[config.mk]
export PLATFORM = sky130hd
export DESIGN_NAME = acc_top
export DESIGN_NICKNAME = d
export VERILOG_FILES = /design/src/hdl/acc_pkg.sv /design/src/hdl/acc_edge_if.sv /design/src/hdl/acc_edge_det.sv /design/src/hdl/acc_top.sv
export SDC_FILE = /design/constraint.sdc
export NUM_CORES = 1
export LEC_CHECK = 0
export BUFFER_PORTS_ARGS = -buffer_cell sky130_fd_sc_hd__buf_2
export CORE_UTILIZATION = 30
export DETAILED_ROUTE_END_ITERATION = 7
export PLACE_DENSITY = 0.52
export SKIP_LAST_GASP = 1
export SYNTH_ARGS = -nofsm -noshare
export SYNTH_HDL_FRONTEND = slang
export SYNTH_SLANG_ARGS = --single-unit
[constraint.sdc]
create_clock -name clock -period 2.21 [get_ports clock]
set_input_delay 0.1105 -clock clock [delete_from_list [all_inputs] [get_ports clock]]
set_output_delay 0.1105 -clock clock [all_outputs]
set_load 0.01 [all_outputs]
[src/hdl/acc_pkg.sv]
// Constants and types shared by the comparator control block
package acc_pkg;

	// Positive operand source codes
	localparam logic [1:0] ACC_SRC_PIN_A  = 2'h0;
	localparam logic [1:0] ACC_SRC_PIN_B  = 2'h1;
	localparam logic [1:0] ACC_SRC_LADDER = 2'h2;
	localparam logic [1:0] ACC_SRC_RSVD   = 2'h3;

	// Ladder arithmetic
	localparam int         ACC_TAP_W      = 4;
	localparam int         ACC_RATIO_W    = 5;
	localparam logic [4:0] ACC_TAP_OFFSET = 5'h08;
	localparam logic [4:0] ACC_DEN_LOW    = 5'h1F;
	localparam logic [4:0] ACC_DEN_HIGH   = 5'h17;

	// Reset values
	localparam logic       ACC_LADDER_RST = 1'h0;
	localparam logic [4:0] ACC_RATIO_RST  = 5'h00;
	localparam logic       ACC_FLAG_RST   = 1'h0;
	localparam logic       ACC_NEG_PIN    = 1'h1;

	// Synchroniser depth before edge detection
	localparam int         ACC_SYNC_STAGES = 2;

	// Edge selection for the interrupt and trigger paths
	typedef enum logic [1:0] {
		ACC_EDGE_LEVEL = 2'b00,
		ACC_EDGE_FALL  = 2'b01,
		ACC_EDGE_RISE  = 2'b10,
		ACC_EDGE_BOTH  = 2'b11
	} acc_edge_type;

endpackage : acc_pkg

[src/hdl/acc_edge_if.sv]
// Carrier between the top and one edge detector
`timescale 1ns/1ps
interface acc_edge_if;
	logic                 cur;
	logic                 prev;
	acc_pkg::acc_edge_type mode;
	logic                 hit;

	modport det  (input cur, input prev, input mode, output hit);
	modport user (output cur, output prev, output mode, input hit);
endinterface : acc_edge_if

[src/hdl/acc_edge_det.sv]
// Edge or level event detector for one result path
`timescale 1ns/1ps
module acc_edge_det (
	// Sample pair, mode and event
	acc_edge_if.det e
);
	import acc_pkg::*;

	// Event from current and previous synchronised sample
	always_comb begin
		unique case (e.mode)
			ACC_EDGE_LEVEL: e.hit = e.cur;
			ACC_EDGE_FALL:  e.hit = e.prev & ~e.cur;
			ACC_EDGE_RISE:  e.hit = e.cur & ~e.prev;
			ACC_EDGE_BOTH:  e.hit = e.cur ^ e.prev;
		endcase
	end

endmodule : acc_edge_det

[src/hdl/acc_top.sv]
// Digital control of one analog comparator
//
// Behaviour
// RQ1 - Interrupt and ADC trigger each have their own edge detector and mode.
// RQ2 - The result drives the output pin, the interrupt and the ADC trigger.
// RQ3 - The negative operand always comes from the negative input pin.
// RQ4 - Source codes 00 and 01 pick the pin, 10 the ladder, 11 is reserved.
// RQ5 - Software programs the positive source select before use.
// RQ6 - The output pin is plain GPIO until the alternate function is chosen.
// RQ7 - Software clears the digital input enable on the input pins.
// RQ8 - With the ladder disabled the reference is ground whatever the tap.
// RQ9 - Ladder on, range 0: reference ratio is (tap plus 8) over 31.
// RQ10 - Ladder on, range 1: reference ratio is tap over 23.
// RQ11 - Interrupts use masked status, raw status and an enable bit.
// RQ12 - Writing 1 to the status bit clears it; raw shows any interrupt.
// RQ13 - The interrupt reaches the controller only while enabled.
// RQ14 - The ladder enable resets to 0, leaving the reference unpowered.
// RQ15 - The result is synchronised before any edge detection.
`timescale 1ns/1ps
module acc_top (
	// Clock, reset, enable
	input  wire logic                   clock,
	input  wire logic                   rst,
	input  wire logic                   ce,
	// Asynchronous comparator result
	input  wire logic                   comparator_raw,
	// Comparator control
	input  wire logic [1:0]             positive_source_select,
	input  wire logic                   output_invert,
	input  wire acc_pkg::acc_edge_type  irq_edge_mode,
	input  wire acc_pkg::acc_edge_type  adc_edge_mode,
	// Reference control
	input  wire logic                   ladder_enable,
	input  wire logic                   ladder_range_select,
	input  wire logic [3:0]             ladder_tap,
	// Interrupt control
	input  wire logic                   irq_enable,
	input  wire logic                   irq_clear,
	// Output pin muxing
	input  wire logic                   alt_function_select,
	input  wire logic                   gpio_out,
	input  wire logic                   gpio_oe,
	// Analog steering
	output logic                        positive_from_ladder_q,
	output logic                        negative_from_pin_q,
	output logic                        ladder_power_q,
	output logic [4:0]                  ref_numerator_q,
	output logic [4:0]                  ref_denominator_q,
	// Status and events
	output logic                        comparator_value_q,
	output logic                        raw_irq_status_q,
	output logic                        masked_irq_status_q,
	output logic                        controller_irq_q,
	output logic                        adc_trigger_q,
	// Output pin
	output logic                        comparator_output_pin_q,
	output logic                        comparator_output_pin_oe_q
);
	import acc_pkg::*;

	logic [ACC_SYNC_STAGES-1:0] sync_q;
	logic                       value_d;
	logic                       prev_q;
	logic                       raw_irq_d;

	acc_edge_if irq_if ();
	acc_edge_if adc_if ();

	// Two-stage synchroniser on the comparator result
	always_ff @(posedge clock or posedge rst) begin
		if (rst) begin
			sync_q <= '0;
		end else if (ce) begin
			sync_q <= {sync_q[0], comparator_raw}; // RQ15
		end
	end

	// Conditioned value and its previous sample
	assign value_d = sync_q[ACC_SYNC_STAGES-1] ^ output_invert;

	always_ff @(posedge clock or posedge rst) begin
		if (rst) begin
			comparator_value_q <= ACC_FLAG_RST;
			prev_q             <= ACC_FLAG_RST;
		end else if (ce) begin
			comparator_value_q <= value_d;
			prev_q             <= comparator_value_q;
		end
	end

	// Separate detectors for the two event paths
	assign irq_if.cur  = comparator_value_q; // RQ1
	assign irq_if.prev = prev_q;
	assign irq_if.mode = irq_edge_mode;
	assign adc_if.cur  = comparator_value_q; // RQ1
	assign adc_if.prev = prev_q;
	assign adc_if.mode = adc_edge_mode;

	acc_edge_det u_irq_det (
		.e (irq_if)
	);

	acc_edge_det u_adc_det (
		.e (adc_if)
	);

	// Raw status: a new event wins over a clear in the same cycle
	assign raw_irq_d = irq_if.hit | (raw_irq_status_q & ~irq_clear); // RQ12

	always_ff @(posedge clock or posedge rst) begin
		if (rst) begin
			raw_irq_status_q    <= ACC_FLAG_RST;
			masked_irq_status_q <= ACC_FLAG_RST;
			controller_irq_q    <= ACC_FLAG_RST;
		end else if (ce) begin
			raw_irq_status_q    <= raw_irq_d; // RQ11
			masked_irq_status_q <= raw_irq_d & irq_enable; // RQ11
			controller_irq_q    <= raw_irq_d & irq_enable; // RQ13
		end
	end

	// ADC trigger pulse
	always_ff @(posedge clock or posedge rst) begin
		if (rst) begin
			adc_trigger_q <= ACC_FLAG_RST;
		end else if (ce) begin
			adc_trigger_q <= adc_if.hit; // RQ2
		end
	end

	// Output pin: GPIO until the alternate function is selected
	always_ff @(posedge clock or posedge rst) begin
		if (rst) begin
			comparator_output_pin_q    <= ACC_FLAG_RST;
			comparator_output_pin_oe_q <= ACC_FLAG_RST;
		end else if (ce) begin
			if (alt_function_select) begin
				comparator_output_pin_q    <= value_d; // RQ2
				comparator_output_pin_oe_q <= 1'b1; // RQ6
			end else begin
				comparator_output_pin_q    <= gpio_out; // RQ6
				comparator_output_pin_oe_q <= gpio_oe;
			end
		end
	end

	// Operand steering
	always_ff @(posedge clock or posedge rst) begin
		if (rst) begin
			positive_from_ladder_q <= ACC_FLAG_RST;
			negative_from_pin_q    <= ACC_NEG_PIN;
		end else if (ce) begin
			// Reserved code keeps the pin path
			positive_from_ladder_q <= positive_source_select == ACC_SRC_LADDER; // RQ4
			negative_from_pin_q    <= ACC_NEG_PIN; // RQ3
		end
	end

	// Reference ladder ratio
	always_ff @(posedge clock or posedge rst) begin
		if (rst) begin
			ladder_power_q    <= ACC_LADDER_RST; // RQ14
			ref_numerator_q   <= ACC_RATIO_RST;
			ref_denominator_q <= ACC_DEN_LOW;
		end else if (ce) begin
			ladder_power_q <= ladder_enable;
			if (!ladder_enable) begin
				ref_numerator_q   <= ACC_RATIO_RST; // RQ8
				ref_denominator_q <= ladder_range_select ? ACC_DEN_HIGH
				                                         : ACC_DEN_LOW;
			end else if (!ladder_range_select) begin
				ref_numerator_q   <= {1'b0, ladder_tap} + ACC_TAP_OFFSET; // RQ9
				ref_denominator_q <= ACC_DEN_LOW; // RQ9
			end else begin
				ref_numerator_q   <= {1'b0, ladder_tap}; // RQ10
				ref_denominator_q <= ACC_DEN_HIGH; // RQ10
			end
		end
	end
endmodule : acc_top
* Word level (Yosys, flattened, before mapping) *
Index checks and enable logic that the tools add are counted.

word-level totals
  word-level logic and storage cells = 39
  register bits = 21
  output and inout port bits = 20

operators by class
  $add $sub $neg = 1
  bitwise operators = 10
  equality and inequality tests = 7
  multiplexer cells = 7
  reduce and logical (&&, ||, !) cells = 2

operators by type and width
  kind                                            count
  == test 2 bit (second input constant)           5
  2-to-1 mux 5 bit                                2
  case mux 1 bit (4 select lines)                 2
  adder 4 x 4 -> 5 bit (second input constant)    1
  bitwise AND 1 bit                               4
  == test 2 x 1 -> 1 bit (second input constant)  2
  logical NOT 2 bit                               2
  2-to-1 mux 4 bit                                1
  inverter 1 bit                                  3
  2-to-1 mux 1 bit                                2
  bitwise XOR 1 bit                               2
  OR 1 bit                                        1

* Depth between registers and ports, before layout *
Gate-level depths: netlist (run 1).

  depth after elaboration = 5
  gate-level depth with buffers = 5
  depth with buffers taken out = 5

* Cells and area by module *
A second synthesis (run 1) with hierarchy kept.

second synthesis, totals
  cells, all modules = 82
  area, all modules = 870.8 µm²

by module, submodules not included
  module        cells an instance  times used  area each (µm²)  seq. area each (µm²)
  acc_top       70                 1           753.2            426.7
  acc_edge_det  6                  2           58.8             0.0

* Worst setup path before layout (run 1) *
No wires, ideal clock.

  kind = register -> register
  start = reg comparator_value_q
  end = reg adc_trigger_q
  cell stages (with the launch flop) = 6
  setup slack = 0.569 ns
  data required time = 2.085 ns
  data arrival time = 1.516 ns
  buffers on the path = 0
  library setup time = 0.125 ns
  cells stage by stage = dfrtp_1 -> inv_1 -> ha_1 -> inv_1 -> mux4_2 -> mux2_4

on the way
  cells in the longest elaborated chain, start to end = 3
  elaborated cells between the ends (all ways) = 5
  classes of those cells = mux: 1; bitwise: 4

RTL lines
  element                            RTL line            text
  start, declared                    acc_top.sv:50       output logic comparator_value_q,
  start signal, assigned             acc_top.sv:86       comparator_value_q <= value_d;
  inverter 1 bit                     acc_edge_det.sv:13  ACC_EDGE_FALL: e.hit = e.prev & ~e.cur;
  bitwise AND 1 bit                  acc_edge_det.sv:13
  case mux 1 bit (4 select lines) *  acc_edge_det.sv:11  unique case (e.mode)
  end signal, assigned               acc_top.sv:127      adc_trigger_q <= adc_if.hit;
  end, declared                      acc_top.sv:54       output logic adc_trigger_q,

Mark *: on every way between the ends. The rest lies on a longest branch, timed or not.
A chain may end at the register's enable or synchronous reset.

* Worst setup path in the final report (run 1) *
Same ends and word-level chain as after synthesis.

==> results.sh, run 1 <==
export IMPL_status="completed"
export IMPL_whs_path_depth=3
export IMPL_cp_max_fo=7
export IMPL_synth_cells=81
export IMPL_path_clk_slew_ps=100
export IMPL_synth_common_cells="dfrtp_1 (16), inv_1 (13), buf_4 (6), o21ai_0 (6), nand3_1 (5)"
export IMPL_place_hpwl_mm=1.28
export IMPL_hold_class="input port to flip-flop"
export IMPL_synth_most_common_cell="dfrtp_1"
export IMPL_post_route_util_pct=41.7
export IMPL_path_class="flip-flop to flip-flop"
export IMPL_synth_ff_type="dfrtp_1"
export IMPL_seq_area_frac_synth_pct=50.1
export IMPL_slew_violations=0
export IMPL_crit_arrival_ps=1850
export IMPL_io_buffers=36
export IMPL_clkSinkCount=17
export IMPL_min_period_ps=1670
export IMPL_antenna_found_initial=0
export IMPL_antenna_cells=0
export IMPL_cts_root_buf="clkbuf_4"
export IMPL_drt_iter0_drc=7
export IMPL_htreeDepth=1
export IMPL_ys_ff_latch=17
export IMPL_io_pins=42
export IMPL_yosysUniqueCellTypes=24
export IMPL_startpoint_type="flip-flop"
export IMPL_track_usage_pct=12.5
export IMPL_yosys_warnings=0
export IMPL_coreArea_um2=2570
export IMPL_crit_required_ps=2390
export IMPL_die_w_um=55.3
export IMPL_dieArea_um2=3050
export IMPL_yosysTopAreaCell="dfrtp_1"
export IMPL_hold_viol=0
export IMPL_ant_nets=0
export IMPL_drv_cap=0
export IMPL_cts_tree="yes"
export IMPL_dr_pass1_iters=4
export IMPL_grt_pass1_wl_mm=3.03
export IMPL_yosysTopAreaCellShare_pct=47.1
export IMPL_wl_per_cell_um=11.4
export IMPL_drt_wl_total_mm=1.68
export IMPL_power_uw=726
export IMPL_grt_pass1_vias=662
export IMPL_fin_crit_sh_pct=75.4
export IMPL_hp_start="ladder_tap[0]"
export IMPL_grt_overflow_total=0
export IMPL_setup_ws_ps=543
export IMPL_clk_path_buf_depth=2
export IMPL_ir_drop_v=0.000306
export IMPL_leakagePower_uw=0.000560
export IMPL_fillers=280
export IMPL_slew_headroom_pct=56.1
export IMPL_rsz0062_at_grt="no"
export IMPL_fin_tns_setup_ps=0
export IMPL_numCtsBuffers=3
export IMPL_start_util_pct=33.1
export IMPL_syn_cell_area_um2=851
export IMPL_power_density_nw_per_um2=678
export IMPL_grt_max_degree=25
export IMPL_r2r_start="comparator_value_q"
export IMPL_async_reset_ff_share_pct=100
export IMPL_design_area_um2=1070
export IMPL_synth_edff_count=0
export IMPL_synthTopCellsByArea="dfrtp_1 (47%), inv_1 (5.7%), buf_4 (5.3%)"
export IMPL_fin_nets=144
export IMPL_dpl_cell_area_um2=1020
export IMPL_clock_fmax_mhz=600
export IMPL_clk_insertion_delay_late_ps=280
export IMPL_placementRows=18
export IMPL_worst_pin_slew_ps=658
export IMPL_r2r_end="adc_trigger_q"
export IMPL_gp_congestion=0.692
export IMPL_preCtsSetupSlack_ps=543
export IMPL_layout_drive_gt1_share_pct=40.7
export IMPL_viasPerCell=4.43
export IMPL_drc=0
export IMPL_areaGrowthSynthToFinish_pct=25.9
export IMPL_whs_endpoint="ref_numerator_q[0]"
export IMPL_clock_skew_ps=3.25
export IMPL_ff2ff_path_depth=5
export IMPL_reg2reg_slack_ps=540
export IMPL_finalSetupViolCount=0
export IMPL_endpoint_kind="flip-flop"
export IMPL_fp_dieH_um=55.3
export IMPL_synth_area_per_cell_um2=10.5
export IMPL_vias=656
[layer usage]
metal / vias up / GRT usage (%) / wire length (um)
met1: 300 / 17.5 / 821
met5: - / 0 / 0
li1: 334 / - / -
met4: 0 / 4.29 / 0
met3: 0 / 3.51 / 101
met2: 22 / 18.6 / 758
[flip-flops by register name (all words and copies together), names as in the netlist]
register,count
ref_numerator_q,5
sync_q,2
adc_if.prev,1
adc_trigger_q,1
comparator_output_pin_oe_q,1
comparator_output_pin_q,1
comparator_value_q,1
controller_irq_q,1
ladder_power_q,1
positive_from_ladder_q,1
raw_irq_status_q,1
ref_denominator_q,1
[critical path, cell delays in order, from the launching register on]
cell	delay, ps
dfrtp_1	450
inv_1	60
ha_1	270
inv_1	50
mux4_2	460
mux2_4	260
[kinds of logic after synthesis]
family,count (synthesis),synth area share (%)
XOR/XNOR,1,1.03
AO/OA/AOI/OAI,15,12.9
other,1,0.441
AND/OR/NAND/NOR,16,8.68
multiplexers,6,9.70
adder cells (fa/ha/maj),3,4.41
buffers and inverters,22,12.6
flip-flops,17,50.1
[worst max path at each step]
stage | start | end | slack, ps | cells past startpoint
2_1_floorplan | comparator_value_q | adc_trigger_q | 570 | 5
3_3_place_gp | comparator_value_q | adc_trigger_q | 590 | 5
3_5_place_dp | comparator_value_q | adc_trigger_q | 540 | 5
4_1_cts | comparator_value_q | adc_trigger_q | 530 | 5
5_1_grt | comparator_value_q | adc_trigger_q | 440 | 5
6_report | comparator_value_q | adc_trigger_q | 540 | 5
[stage by stage]
stage / hold WS (ps) / std cells
detailed placement: 253 / 142
global placement: 247 / 142
global route: 43.2 / 148
finish: 53.3 / 148
floorplan: 35.8 / 85
CTS: 42.6 / 148
[power breakdown]
part | switching (uW) | internal (uW) | total, uW
combinational | 94.6 | 92.6 | 187
clock | 94.1 | 70.1 | 164
sequential | 23.9 | 351 | 375
total | 213 | 514 | 726
[cell usage in the layout (no fill, tap or decap), drive strengths merged]
cell	Yosys	final
dlygate4sd3	0	2
nor2b	3	3
xnor2	1	1
nor2	4	4
clkbuf	1	4
a21o	1	1
a211oi	1	1
inv	13	13
o2bb2ai	1	1
nand3	5	5
mux4	1	1
ha	3	3
dfrtp	16	16
a2111oi	2	2
o31ai	1	1
o32ai	1	1
mux2	5	5
dfstp	1	1
buf	8	36
nand2	4	4
conb	1	5
a21oi	2	2
o21ai	6	6
[cell type report]
| class | instances | area (um^2) | share of cell area [%] |
|---|---|---|---|
| flip-flops and latches | 17 | 427 | 39.8 |
| well taps | 30 | 37.5 | 3.50 |
| repair buffers | 38 | 200 | 18.7 |
| clock buffers | 4 | 26.3 | 2.45 |
| multi-input cells | 46 | 332 | 31.0 |
| inverters | 13 | 48.8 | 4.56 |
[repair_timing]
item                      CTS  global route
hold buffers                2             0
hold endpoints to repair   17             0
gates resized for setup     0             0
buffers inserted            0             0
Power figures use the tool's default switching activity.
==> run 2, diff against run 1 <==
Clock period 2.21 ns to 1.7 ns, I/O delays scaled along.
==> run 2 against run 1 <==
  * Routed wire length is 3.9% higher
  * Clock power is 35% higher
  * Final cell count up 1.4%
  * Critical path type unchanged
  * Non-clock buffer count rose by 2
  * Largest cell class unchanged
  * Highest routed layer unchanged
==> results.sh, run 2 (same netlist as run 1, synthesis figures left out) <==
export IMPL_drt_wl_total_mm=1.75
export IMPL_hold_viol=0
export IMPL_power_share_clock_pct=23.0
export IMPL_fillers=278
export IMPL_hold_class="input port to flip-flop"
export IMPL_slew_headroom_pct=56.1
export IMPL_power_uw=963
export IMPL_fp_dieH_um=55.3
export IMPL_track_usage_pct=12.8
export IMPL_grt_pass1_vias=709
export IMPL_drc=0
export IMPL_min_period_ps=1550
export IMPL_p_switching_uw=291
export IMPL_layout_drive_gt1_share_pct=42.5
export IMPL_final_cell_mix="buf_2 (36), dfrtp_1 (16), inv_1 (13), o21ai_0 (6)"
export IMPL_finalSetupViolCount=0
export IMPL_combPwrFrac_pct=26.9
export IMPL_clk_insertion_delay_late_ps=290
export IMPL_crit_required_ps=1890
export IMPL_dieArea_um2=3050
export IMPL_areaGrowthSynthToFinish_pct=27.8
export IMPL_leakagePower_uw=0.000573
export IMPL_cp_max_fo=2
export IMPL_power_density_nw_per_um2=885
export IMPL_antenna_cells=0
export IMPL_io_buffers=36
export IMPL_antenna_found_initial=0
export IMPL_cts_resized=0
export IMPL_grt_max_degree=18
export IMPL_io_pins=42
export IMPL_post_route_util_pct=42.3
export IMPL_ant_nets=0
export IMPL_clock_skew_ps=2.37
export IMPL_cts_root_buf="clkbuf_4"
export IMPL_clk_path_buf_depth=2
export IMPL_design_area_um2=1090
export IMPL_fin_tns_setup_ps=0
export IMPL_drt_iter0_drc=8
export IMPL_ir_drop_v=0.000428
export IMPL_placementRows=18
export IMPL_endpoint_kind="flip-flop"
export IMPL_top_register="ref_numerator_q"
export IMPL_fin_crit_sh_pct=91.2
export IMPL_top_regs="ref_numerator_q: 5 flops, sync_q: 2 flops"
export IMPL_path_class="flip-flop to flip-flop"
export IMPL_die_w_um=55.3
export IMPL_coreArea_um2=2570
export IMPL_regArea_um2=427
export IMPL_dpl_cell_area_um2=1040
export IMPL_crit_arrival_ps=1740
export IMPL_preCtsSetupSlack_ps=153
export IMPL_p_seq_share_pct=50.1
export IMPL_rsz0062_at_grt="no"
export IMPL_htreeDepth=1
export IMPL_hold_buffers=2
export IMPL_start_util_pct=33.1
export IMPL_cts_tree="yes"
export IMPL_numCtsBuffers=3
export IMPL_status="completed"
export IMPL_switching_share_pct=30.2
export IMPL_startpoint_type="flip-flop"
export IMPL_slew_violations=0
export IMPL_path_clk_slew_ps=100
export IMPL_clock_fmax_mhz=645
export IMPL_multi_input_area_um2=332
export IMPL_clkSinkCount=17
export IMPL_worst_pin_slew_ps=658
export IMPL_final_common_cell="buf_2"
export IMPL_place_hpwl_mm=1.35
export IMPL_wl_per_cell_um=11.6
export IMPL_p_int_uw=672
export IMPL_dr_pass1_iters=4
export IMPL_cts_setup_buffers=0
export IMPL_grt_pass1_wl_mm=3.09
export IMPL_viasPerCell=4.46
export IMPL_fin_nets=146
export IMPL_gp_congestion=0.706
export IMPL_largest_reg_flops=5
export IMPL_drv_cap=0
export IMPL_vias=669
export IMPL_setup_ws_ps=149
export IMPL_grt_overflow_total=0
-- run 2: changes by cell type in the layout (fill, tap and decap cells not counted) --
cell / before / now
clkinv_2: 0 / 1
clkbuf_1: 1 / 0
buf_4: 0 / 2
-- run 2: through the flow --
| stage | hold WS, ps | std cells |
|---|---|---|
| finish | 21.0 | 150 |
| global route | 2.99 | 150 |
| CTS | 7.67 | 150 |
| detailed placement | 231 | 144 |
| global placement | 222 | 144 |
| floorplan | 10.3 | 85 |
-- run 2: path summary, 6_finish.rpt --
check | slack [ps] | end | cells after the start | from
worst max-delay path | 150 | adc_trigger_q | 4 | adc_if.prev
worst min-delay path | 20 | ref_numerator_q[1] | 3 | ladder_tap[1]
worst max register to register | 150 | adc_trigger_q | 4 | adc_if.prev
worst min register to register | 490 | comparator_output_pin_q | 1 | comparator_output_pin_q
max in group asynchronous | 870 | positive_from_ladder_q | 3 | rst
min in group asynchronous | 410 | ref_numerator_q[2] | 3 | rst
-- run 2: final cells by class --
type | instances | share of cell area [%]
clock buffer | 3 | 2.07
clock inverter | 1 | 0.460
inverter | 13 | 4.49
multi-input combinational | 46 | 30.5
sequential | 17 | 39.2
tap | 30 | 3.45
timing repair buffer | 40 | 19.8
-- run 2: worst max-delay path, cell delays in order (launching register included) --
cell and delay, ps:
dfrtp_1 390, ha_1 280, inv_1 60, mux4_2 460, mux2_4 260
-- run 2: power groups by stage --
stage	clock network, uW	logic, uW	registers, uW
finish	221	259	482
global placement	0	253	490
global route	250	290	490
detailed placement	0	259	492
CTS	235	264	484
floorplan	0	143	514
-- run 2: routing by layer --
layer	GRT usage, %	wire (um)
met5	0	0
met4	2.14	0
met3	5.62	132
met2	20.3	782
met1	16.4	831
